$ cat config.mk
export PLATFORM = sky130hd
export DESIGN_NAME = shs_supervisor
export DESIGN_NICKNAME = d
export VERILOG_FILES = /design/src/design/shs_pkg.sv /design/src/design/shs_supervisor.sv
export VERILOG_INCLUDE_DIRS = /design/src /design/src/design
export SDC_FILE = /design/constraint.sdc
export NUM_CORES = 1
export LEC_CHECK = 0
export BUFFER_PORTS_ARGS = -buffer_cell sky130_fd_sc_hd__buf_2
export CAP_MARGIN = 15
export CORE_MARGIN = 5
export CORE_UTILIZATION = 41
export CTS_BUF_LIST = sky130_fd_sc_hd__clkbuf_4
export CTS_CLUSTER_SIZE = 12
export DETAILED_ROUTE_END_ITERATION = 16
export GPL_ROUTABILITY_DRIVEN = 0
export PLACE_DENSITY = 0.66
export SKIP_CTS_REPAIR_TIMING = 1
export SYNTH_ARGS = -nofsm -noshare
export SYNTH_HDL_FRONTEND = slang
export SYNTH_SLANG_ARGS = --single-unit
$ cat constraint.sdc
create_clock -name clock_in -period 2.3 [get_ports clock_in]
set_input_delay 0.345 -clock clock_in [delete_from_list [all_inputs] [get_ports clock_in]]
set_output_delay 0.345 -clock clock_in [all_outputs]
set_load 0.05 [all_outputs]
$ cat src/design/shs_params.svh
// Constants for the scrubber health supervisor: offsets, fields, resets, timing.
// Assumes a 125 MHz system clock and a 32-bit APB register port.
`ifndef SHS_PARAMS_SVH
`define SHS_PARAMS_SVH

// Clock and timing figures.
`define SHS_CLK_PERIOD_NS 8
`define SHS_ONE_SEC_NS 1000000000
`define SHS_HB_GAP_NS 1000
`define SHS_HB_GAP_CYCLES (`SHS_HB_GAP_NS / `SHS_CLK_PERIOD_NS)
`define SHS_NUM_SLICES 2

// Register byte offsets.
`define SHS_ADDR_CTRL 12'h000
`define SHS_ADDR_CMD_PERIOD 12'h004
`define SHS_ADDR_STATUS 12'h008
`define SHS_ADDR_EVENT 12'h00C
`define SHS_ADDR_MASK 12'h010
`define SHS_ADDR_REPEAT 12'h014

// Control fields.
`define SHS_CTRL_ENABLE 0
`define SHS_CTRL_CMD_EN 1
`define SHS_CTRL_REPEAT_EN 2
`define SHS_CTRL_FAULT_CLR 3

// Event fields.
`define SHS_EV_HEARTBEAT 0
`define SHS_EV_CRC_TIMEOUT 1
`define SHS_EV_REPORT_TIMEOUT 2
`define SHS_EV_DWELL 3
`define SHS_EV_HALT 4
`define SHS_EV_REPEAT 5
`define SHS_EV_IDLE_ENTRY 6
`define SHS_EV_WIDTH 7
`define SHS_EV_ESSENTIAL 7'h1F

// Status register field positions.
`define SHS_ST_OBSERVE 0
`define SHS_ST_HALTED 8
`define SHS_ST_CMD 16
`define SHS_ST_FAULT 24

// Reset values.
`define SHS_RST_CTRL 3'h7
`define SHS_RST_CMD_PERIOD 16'h003C
`define SHS_RST_MASK 7'h7F
`define SHS_RST_REPEAT 8'h04

`endif

$ cat src/design/shs_pkg.sv
// Types for the scrubber health supervisor.
// Assumes shs_params.svh supplies all numeric constants.
package shs_pkg;

	// Periodic status command sequencer.
	typedef enum logic [1:0]
	{
		SHS_CMD_IDLE = 2'b00,
		SHS_CMD_PENDING = 2'b01,
		SHS_CMD_WAIT = 2'b10
	} shs_cmd_state_t;

endpackage

$ cat src/design/shs_supervisor.sv
// Scrubber health supervisor: watchdog over a configuration scrubbing controller.
// Assumes decoded monitor-link events arrive as one-cycle pulses on the system clock.
//
// The register offsets and register access over APB are this design's own decisions.
`timescale 1ns/100ps
`default_nettype none
`include "shs_params.svh"

// Function
// - CRC-failure indicator is meaningful only while observing.
// - Per-slice CRC indicators are ORed onto one pin; correcting flags stay per slice.
// - Status commands are only sent in observation; otherwise held until then.
// - Controller normally returns to observation or idle after correction.
// - Idle entry only after uncorrectable error or command; else flagged.
// - Halt means an inconsistent internal state was found.
// - Halt is all five indicators high or a halted message.
module shs_supervisor
	import shs_pkg::*;
#(
	parameter int unsigned ONE_SEC_CYCLES = `SHS_ONE_SEC_NS / `SHS_CLK_PERIOD_NS
)
(
	// Clock, reset, enable.
	input wire logic clock_in,
	input wire logic rstn_in,
	input wire logic clk_en_in,
	// APB slave.
	input wire logic psel_in,
	input wire logic penable_in,
	input wire logic pwrite_in,
	input wire logic [11:0] paddr_in,
	input wire logic [31:0] pwdata_in,
	output logic [31:0] prdata_out,
	output logic pready_out,
	output logic pslverr_out,
	// Controller status, one bit per die slice.
	input wire logic [`SHS_NUM_SLICES-1:0] status_initialization_in,
	input wire logic [`SHS_NUM_SLICES-1:0] status_observation_in,
	input wire logic [`SHS_NUM_SLICES-1:0] status_correction_in,
	input wire logic [`SHS_NUM_SLICES-1:0] status_classification_in,
	input wire logic [`SHS_NUM_SLICES-1:0] status_injection_in,
	input wire logic [`SHS_NUM_SLICES-1:0] status_heartbeat_in,
	input wire logic [`SHS_NUM_SLICES-1:0] status_uncorrectable_in,
	input wire logic [`SHS_NUM_SLICES-1:0] crc_fail_slice_in,
	// Decoded monitor-link events.
	input wire logic halted_message_in,
	input wire logic state_change_in,
	input wire logic status_report_in,
	input wire logic idle_command_in,
	input wire logic corrected_valid_in,
	input wire logic [31:0] corrected_addr_in,
	input wire logic status_cmd_ready_in,
	output logic status_cmd_out,
	// System outputs.
	output logic crc_fail_out,
	output logic fault_out,
	output logic irq_out
);

	localparam int N = `SHS_NUM_SLICES;

	logic [2:0] ctrl;
	logic [15:0] cmd_period;
	logic [7:0] repeat_limit;
	logic [`SHS_EV_WIDTH-1:0] event_mask;
	logic [`SHS_EV_WIDTH-1:0] event_status;
	logic [`SHS_EV_WIDTH-1:0] ev_set;
	logic [`SHS_EV_WIDTH-1:0] ev_clr;
	logic [N-1:0] halted;
	logic [N-1:0] observing;
	logic [N-1:0] busy;
	logic [N-1:0] idle_now;
	logic [N-1:0] hb_fault;
	logic [N-1:0] dwell_fault;
	logic [N-1:0] idle_fault;
	logic any_halt;
	logic apb_setup;
	logic apb_done;
	logic addr_ok;
	logic [31:0] read_data;
	logic fault_clr;
	logic crc_any;
	logic crc_entered;
	logic crc_watch;
	logic [31:0] crc_count;
	logic crc_fault;
	logic [31:0] sec_count;
	logic sec_tick;
	logic [15:0] period_count;
	logic [31:0] resp_count;
	logic report_fault;
	shs_cmd_state_t cmd_state;
	shs_cmd_state_t next_cmd_state;
	logic idle_cmd_seen;
	logic [31:0] last_addr;
	logic [7:0] repeat_count;
	logic repeat_fault;

	// Controller state decode per slice; all five indicators high marks halt.
	assign halted = status_initialization_in & status_observation_in & status_correction_in
		& status_classification_in & status_injection_in;
	assign observing = status_observation_in & ~halted;
	assign busy = (status_correction_in | status_classification_in) & ~halted;
	assign idle_now = ~(status_initialization_in | status_observation_in | status_correction_in
		| status_classification_in | status_injection_in);
	assign any_halt = (|halted) | halted_message_in;

	// Per-slice heartbeat, dwell and idle-entry watchdogs.
	genvar gi;
	generate
		for (gi = 0; gi < N; gi = gi + 1)
		begin : g_slice
			logic [15:0] hb_count;
			logic [31:0] dwell_count;
			logic prev_idle;

			// Gap since the last heartbeat; only counted while observing.
			always_ff @(posedge clock_in or negedge rstn_in)
			begin
				if (!rstn_in)
					hb_count <= 16'h0000;
				else if (clk_en_in)
				begin
					if (!observing[gi] || status_heartbeat_in[gi])
						hb_count <= 16'h0000;
					else if (hb_count != 16'(`SHS_HB_GAP_CYCLES))
						hb_count <= hb_count + 16'h0001;
				end
			end
			assign hb_fault[gi] = observing[gi] & ~status_heartbeat_in[gi]
				& (hb_count == 16'(`SHS_HB_GAP_CYCLES - 1));

			// Continuous time in correction or classification, restarted on exit.
			always_ff @(posedge clock_in or negedge rstn_in)
			begin
				if (!rstn_in)
					dwell_count <= 32'h0000_0000;
				else if (clk_en_in)
				begin
					if (!busy[gi])
						dwell_count <= 32'h0000_0000;
					else if (dwell_count != 32'(ONE_SEC_CYCLES))
						dwell_count <= dwell_count + 32'h0000_0001;
				end
			end
			assign dwell_fault[gi] = busy[gi] & (dwell_count == 32'(ONE_SEC_CYCLES - 1));

			// Reset value of one keeps the boot idle from looking like an entry.
			always_ff @(posedge clock_in or negedge rstn_in)
			begin
				if (!rstn_in)
					prev_idle <= 1'b1;
				else if (clk_en_in)
					prev_idle <= idle_now[gi];
			end
			assign idle_fault[gi] = idle_now[gi] & ~prev_idle & ~status_uncorrectable_in[gi]
				& ~idle_cmd_seen & ~idle_command_in;
		end
	endgenerate

	// Remembers an idle command until the controller goes idle.
	always_ff @(posedge clock_in or negedge rstn_in)
	begin
		if (!rstn_in)
			idle_cmd_seen <= 1'b0;
		else if (clk_en_in)
		begin
			if (idle_command_in)
				idle_cmd_seen <= 1'b1;
			else if (|idle_now)
				idle_cmd_seen <= 1'b0;
		end
	end

	// The CRC indicator counts only while observing and until a state change is reported or correction begins.
	assign crc_any = |crc_fail_slice_in;
	assign crc_watch = crc_any & (|observing) & ~crc_entered & ~(|status_correction_in);

	always_ff @(posedge clock_in or negedge rstn_in)
	begin
		if (!rstn_in)
			crc_entered <= 1'b0;
		else if (clk_en_in)
		begin
			if (!crc_any)
				crc_entered <= 1'b0;
			else if (state_change_in || (|status_correction_in))
				crc_entered <= 1'b1;
		end
	end

	always_ff @(posedge clock_in or negedge rstn_in)
	begin
		if (!rstn_in)
			crc_count <= 32'h0000_0000;
		else if (clk_en_in)
		begin
			if (!crc_watch)
				crc_count <= 32'h0000_0000;
			else if (crc_count != 32'(ONE_SEC_CYCLES))
				crc_count <= crc_count + 32'h0000_0001;
		end
	end
	assign crc_fault = crc_watch & (crc_count == 32'(ONE_SEC_CYCLES - 1));

	// Registered wired-OR of the slice CRC indicators for the device pin.
	always_ff @(posedge clock_in or negedge rstn_in)
	begin
		if (!rstn_in)
			crc_fail_out <= 1'b0;
		else if (clk_en_in)
			crc_fail_out <= crc_any;
	end

	// Seconds prescaler for the slow status command period.
	assign sec_tick = (sec_count == 32'(ONE_SEC_CYCLES - 1));

	always_ff @(posedge clock_in or negedge rstn_in)
	begin
		if (!rstn_in)
			sec_count <= 32'h0000_0000;
		else if (clk_en_in)
			sec_count <= sec_tick ? 32'h0000_0000 : sec_count + 32'h0000_0001;
	end

	// Seconds since the last command; a period of zero disables the check.
	always_ff @(posedge clock_in or negedge rstn_in)
	begin
		if (!rstn_in)
			period_count <= 16'h0000;
		else if (clk_en_in)
		begin
			if (cmd_state != SHS_CMD_IDLE)
				period_count <= 16'h0000;
			else if (sec_tick)
				period_count <= period_count + 16'h0001;
		end
	end

	// Status command sequencer; the command waits while not observing.
	always_comb
	begin
		next_cmd_state = cmd_state;
		case (cmd_state)
			SHS_CMD_IDLE:
				if (ctrl[`SHS_CTRL_CMD_EN] && ctrl[`SHS_CTRL_ENABLE] && cmd_period != 16'h0000
					&& period_count >= cmd_period)
					next_cmd_state = SHS_CMD_PENDING;
			SHS_CMD_PENDING:
				if ((&observing) && status_cmd_ready_in)
					next_cmd_state = SHS_CMD_WAIT;
			SHS_CMD_WAIT:
				if (status_report_in || state_change_in || report_fault)
					next_cmd_state = SHS_CMD_IDLE;
			default:
				next_cmd_state = SHS_CMD_IDLE;
		endcase
	end

	always_ff @(posedge clock_in or negedge rstn_in)
	begin
		if (!rstn_in)
			cmd_state <= SHS_CMD_IDLE;
		else if (clk_en_in)
			cmd_state <= next_cmd_state;
	end

	// One-cycle command strobe on the move from pending to waiting.
	always_ff @(posedge clock_in or negedge rstn_in)
	begin
		if (!rstn_in)
			status_cmd_out <= 1'b0;
		else if (clk_en_in)
			status_cmd_out <= (cmd_state == SHS_CMD_PENDING) && (next_cmd_state == SHS_CMD_WAIT);
	end

	// Reply timer runs only while a report is awaited.
	always_ff @(posedge clock_in or negedge rstn_in)
	begin
		if (!rstn_in)
			resp_count <= 32'h0000_0000;
		else if (clk_en_in)
		begin
			if (cmd_state != SHS_CMD_WAIT)
				resp_count <= 32'h0000_0000;
			else if (resp_count != 32'(ONE_SEC_CYCLES))
				resp_count <= resp_count + 32'h0000_0001;
		end
	end
	assign report_fault = (cmd_state == SHS_CMD_WAIT) && !status_report_in && !state_change_in
		&& (resp_count == 32'(ONE_SEC_CYCLES - 1));

	// Same-address correction tracker; informational, not an essential fault.
	always_ff @(posedge clock_in or negedge rstn_in)
	begin
		if (!rstn_in)
		begin
			last_addr <= 32'h0000_0000;
			repeat_count <= 8'h00;
		end
		else if (clk_en_in && corrected_valid_in)
		begin
			last_addr <= corrected_addr_in;
			if (corrected_addr_in != last_addr)
				repeat_count <= 8'h00;
			else if (repeat_count != 8'hFF)
				repeat_count <= repeat_count + 8'h01;
		end
	end
	assign repeat_fault = ctrl[`SHS_CTRL_REPEAT_EN] && corrected_valid_in
		&& (corrected_addr_in == last_addr)
		&& (8'(repeat_count + 8'h01) == repeat_limit);

	// Event gathering; every event source is gated by the enable bit.
	always_comb
	begin
		ev_set = '0;
		if (ctrl[`SHS_CTRL_ENABLE])
		begin
			ev_set[`SHS_EV_HEARTBEAT] = |hb_fault;
			ev_set[`SHS_EV_CRC_TIMEOUT] = crc_fault;
			ev_set[`SHS_EV_REPORT_TIMEOUT] = report_fault;
			ev_set[`SHS_EV_DWELL] = |dwell_fault;
			ev_set[`SHS_EV_HALT] = any_halt;
			ev_set[`SHS_EV_REPEAT] = repeat_fault;
			ev_set[`SHS_EV_IDLE_ENTRY] = |idle_fault;
		end
	end

	// APB decode: zero-wait answer, pready rises in the access phase.
	assign apb_setup = psel_in && !penable_in;
	assign apb_done = psel_in && penable_in && pready_out;
	assign ev_clr = (apb_done && !pwrite_in && paddr_in == `SHS_ADDR_EVENT) ? '1 : '0;
	assign fault_clr = apb_done && pwrite_in && paddr_in == `SHS_ADDR_CTRL
		&& pwdata_in[`SHS_CTRL_FAULT_CLR];

	always_comb
	begin
		read_data = 32'h0000_0000;
		addr_ok = 1'b1;
		if (paddr_in == `SHS_ADDR_CTRL)
			read_data[2:0] = ctrl;
		else if (paddr_in == `SHS_ADDR_CMD_PERIOD)
			read_data[15:0] = cmd_period;
		else if (paddr_in == `SHS_ADDR_STATUS)
		begin
			read_data[`SHS_ST_OBSERVE +: N] = observing;
			read_data[`SHS_ST_HALTED +: N] = halted;
			read_data[`SHS_ST_CMD +: 2] = cmd_state;
			read_data[`SHS_ST_FAULT] = fault_out;
		end
		else if (paddr_in == `SHS_ADDR_EVENT)
			read_data[`SHS_EV_WIDTH-1:0] = event_status;
		else if (paddr_in == `SHS_ADDR_MASK)
			read_data[`SHS_EV_WIDTH-1:0] = event_mask;
		else if (paddr_in == `SHS_ADDR_REPEAT)
			read_data[7:0] = repeat_limit;
		else
			addr_ok = 1'b0;
	end

	// Bus answer registers; unmapped addresses answer with pslverr.
	always_ff @(posedge clock_in or negedge rstn_in)
	begin
		if (!rstn_in)
		begin
			pready_out <= 1'b0;
			pslverr_out <= 1'b0;
			prdata_out <= 32'h0000_0000;
		end
		else if (clk_en_in)
		begin
			pready_out <= apb_setup;
			pslverr_out <= apb_setup && !addr_ok;
			prdata_out <= apb_setup && !pwrite_in ? read_data : 32'h0000_0000;
		end
	end

	// Software-written configuration, committed at the completing edge.
	always_ff @(posedge clock_in or negedge rstn_in)
	begin
		if (!rstn_in)
		begin
			ctrl <= `SHS_RST_CTRL;
			cmd_period <= `SHS_RST_CMD_PERIOD;
			event_mask <= `SHS_RST_MASK;
			repeat_limit <= `SHS_RST_REPEAT;
		end
		else if (clk_en_in && apb_done && pwrite_in)
		begin
			if (paddr_in == `SHS_ADDR_CTRL)
				ctrl <= pwdata_in[2:0];
			else if (paddr_in == `SHS_ADDR_CMD_PERIOD)
				cmd_period <= pwdata_in[15:0];
			else if (paddr_in == `SHS_ADDR_MASK)
				event_mask <= pwdata_in[`SHS_EV_WIDTH-1:0];
			else if (paddr_in == `SHS_ADDR_REPEAT)
				repeat_limit <= pwdata_in[7:0];
		end
	end

	// Sticky events, read-to-clear; a new event in the clearing cycle survives.
	always_ff @(posedge clock_in or negedge rstn_in)
	begin
		if (!rstn_in)
			event_status <= '0;
		else if (clk_en_in)
			event_status <= (event_status & ~ev_clr) | ev_set;
	end

	// Essential fault latch and interrupt level, both straight from flops.
	always_ff @(posedge clock_in or negedge rstn_in)
	begin
		if (!rstn_in)
		begin
			fault_out <= 1'b0;
			irq_out <= 1'b0;
		end
		else if (clk_en_in)
		begin
			fault_out <= (fault_out && !fault_clr) || |(ev_set & `SHS_EV_ESSENTIAL);
			irq_out <= |(((event_status & ~ev_clr) | ev_set) & event_mask);
		end
	end

endmodule
`default_nettype wire

==> results.toml <==
[power]
vdd_ir_drop_max_v = 0.0004052
leakagePower_nw = 9.641
share_comb_of_total_power_pct = 9.1
p_clk_share_pct = 43.0
switching_power_mw = 3.323
p_int_mw = 9.175
pwr_density_cell_nw_per_um2 = 588.3
p_seq_share_pct = 48.0
power_switching_share_pct = 26.59

[synthesis]
synthArstFlopShare_pct = 100.0
synth_ff_type = "dfrtp_1"
ys_top_cells_by_area = "dfrtp_1 (45%), xnor2_1 (5.3%), nor2_1 (4.3%), xor2_1 (4.3%), mux2_2 (3.5%)"
ys_seq_area_share_pct = 47.60
synth_cell_types = 68
yosysTopAreaCell = "dfrtp_1"
syn_avg_cell_area_um2 = 9.574
synth_edf_count = 0
yosysTopAreaCellShare_pct = 44.95
syn_area_um2 = 16870
ys_ff_latch = 320
synth_warnings = 0
synth_cells = 1762

[die]
ios = 142
dieArea_um2 = 45300
start_util_pct = 41.41
core_um2 = 40740
dieHeight_um = 212.8
die_x_um = 212.8
row_count = 74

[setup_path]
cp-endpoint = "period_count[10]"
cp-startpoint = "sec_count[18]"
max_stage_delay_ps = 560
cp_top_family = "simple AND/OR/NAND/NOR gates"
crit_chain = "or4b_4, or4_4, nor4_4, nand4_2, or3_1, a21oi_1"
crit_path_start_kind = "flop"
worstPathMaxFanout = 5
reg2reg_from = "sec_count[18]"
cp.depth = 6
path_buf_inv = 0
critPathKind = "flop to flop"
r2r_cells = 6
ff2ff_setup_slack_ps = -130
crit_required_ps = 2980
crit_arrival_ps = 3110
slowest_stage = "or4_4"
timing.rr.end = "period_count[10]"
critPathCaptureType = "flop"

[grt]
antenna_found_initial = 3
track_usage_pct = 18.68
grt_pass1_vias = 14320
grt_max_degree = 67
grt_pass1_wl_mm = 70.35
overflow = 0

[route]
drt_pre_antenna_iters = 5
vias = 14500
viasPerCell = 5.308
wirelength_mm = 43.48
highest_layer = "met4"
route.met2.wl_mm = 20.53
drtIter0Drc = 786
met1_length_mm = 19.19
drc = 0
antenna_left = 0
wl_per_cell_um = 15.92
dr_wl_met3_mm = 2.310

[placed_design]
io_buffers = 112
dp_hpwl_mm = 29.89
dpl_worst_slack_ps = -261.1

[status]
outcome = "finished with violations"
violations = "negative hold slack, negative setup slack"

[clock_tree]
clockRootBuffer = "clkbuf_4"
cts_tree = "yes"
clkSinkCount = 320
insertion_delay_ps = 780
clk_pin_slew_ps = 70
clock_path_buffers = 3
cts_buffers = 89
htree_levels = 3

[sta]
fin_worst_skew_ps = 33.03
slew_headroom_pct = 32.67
finalMaxSlewViolations = 0
rsz0062_at_grt = "yes"
finalSetupViolCount = 6
fin_ws_ps = -133.9
finalHoldWorstSlack_ps = -24.73
tightest_slew_ps = 1006
hold_violations = 1
finalCritPeriodShare_pct = 105.8
period_needed_ps = 2434
fmax_mhz = 410.9

[finish]
syn2layout_area_growth_pct = 25.93
layout-drive-gt1-share_pct = 24.75
fin_util_pct = 52.14
mostFrequentLayoutCell = "dfrtp_1"
layout_common_cells = "dfrtp_1 (299), nor2_1 (194), buf_4 (146)"
nets = 2260

[flow_run]
maxCapViolCount = 0

[worst_hold_path]
hold_class = "primary input to flop"
## metrics by stage
| stage | instances | cell area (um^2) | TNS, ps | total power, mW | hold slack (ps) |
|---|---|---|---|---|---|
| detailed placement | 2491 | 19090 | -5325 | 7.129 | 356.9 |
| finish | 2731 | 21240 | -514.9 | 12.50 | -24.73 |
| global placement | 2490 | 19090 | -7317 | 7.095 | 370.8 |
| floorplan | 1774 | 16920 | 0 | 6.650 | 49.41 |
| global route | 2729 | 21240 | -1753 | 13.22 | -4.344 |
| CTS | 2653 | 20260 | -1641 | 12.59 | -477.2 |
## sequential cells by signal, summed over array words and instances, names as in the netlist, 2 cells and up
signal	count
last_addr	32
crc_count	32
event_status	7
period_count	16
resp_count	32
repeat_count	8
cmd_period	16
repeat_limit	8
sec_count	32
cmd_state	2
event_mask	7
g_slice.prev_idle	2
g_slice.dwell_count	64
ctrl	3
g_slice.hb_count	32
prdata_out	19
## synthesized netlist by cell type (12+ instances only)
cell type  instances
dfrtp_1          303
nor2_1           194
nand2_1          143
o21ai_0          104
xnor2_1          103
nand3_1           84
xor2_1            83
nand4_1           71
and3_1            64
inv_1             62
a21oi_1           59
clkbuf_1          53
mux2_2            53
nor3_1            40
ha_1              33
nor4_1            33
or3_1             31
a22o_1            21
dfstp_2           17
and4_1            16
and2_1            14
o31ai_1           14
buf_4             13
nand2b_1          12
## area by class of cell
| type | count | area [um^2] |
|---|---|---|
| flip-flops and latches | 320 | 8034 |
| fillers | 3696 | 19500 |
| clock buffers | 131 | 983.4 |
| well taps | 532 | 665.6 |
| inverters | 63 | 236.5 |
| multi-input cells | 1315 | 8596 |
| diodes | 5 | 12.51 |
| repair buffers | 334 | 2535 |
| clock inverters | 31 | 180.2 |
## logic make-up after synthesis
family / Yosys count / share of synthesized area [%]
AOI/OAI and AO/OA: 264 / 9.798
xor gates and xnor gates: 186 / 9.657
buffers and inverters: 139 / 3.390
muxes: 55 / 3.657
other: 1 / 0.02223
DFF: 320 / 47.60
and+or+nand+nor: 764 / 23.43
adders and majority gates: 33 / 2.448
## tightest hold or removal path: stages
cell and delay, ps:
buf_2 130, o41ai_1 90, nand2_1 60, o21ai_0 70
## per-layer routing
| metal | up-vias | global-route usage, % |
|---|---|---|
| met5 | - | 0 |
| met4 | 0 | 7.879 |
| met3 | 94 | 4.643 |
| met2 | 356 | 29.61 |
| met1 | 7021 | 24.54 |
| li1 | 7025 | - |
## power groups by stage
stage	logic [mW]	clock network [mW]	registers (mW)
after floorplan	0.569	0	6.08
after global placement	1.01	0	6.08
after detailed placement	1.04	0	6.09
after CTS	1.04	5.56	5.99
after global routing	1.26	5.94	6.02
final	1.13	5.37	6.00
## how the worst min path moves through the flow
stage | start | endpoint | slack [ps] | cells past startpoint
6_report | status_report_in | cmd_state[1] | -20 | 4
5_1_grt | status_report_in | cmd_state[1] | -4 | 4
4_1_cts | rstn_in | sec_count[23] | -480 | 1
3_5_place_dp | rstn_in | sec_count[23] | 360 | 1
3_3_place_gp | rstn_in | crc_count[7] | 370 | 1
2_1_floorplan | rstn_in | cmd_period[0] | 50 | 0
Note: power is estimated with default switching activity, not from simulation.
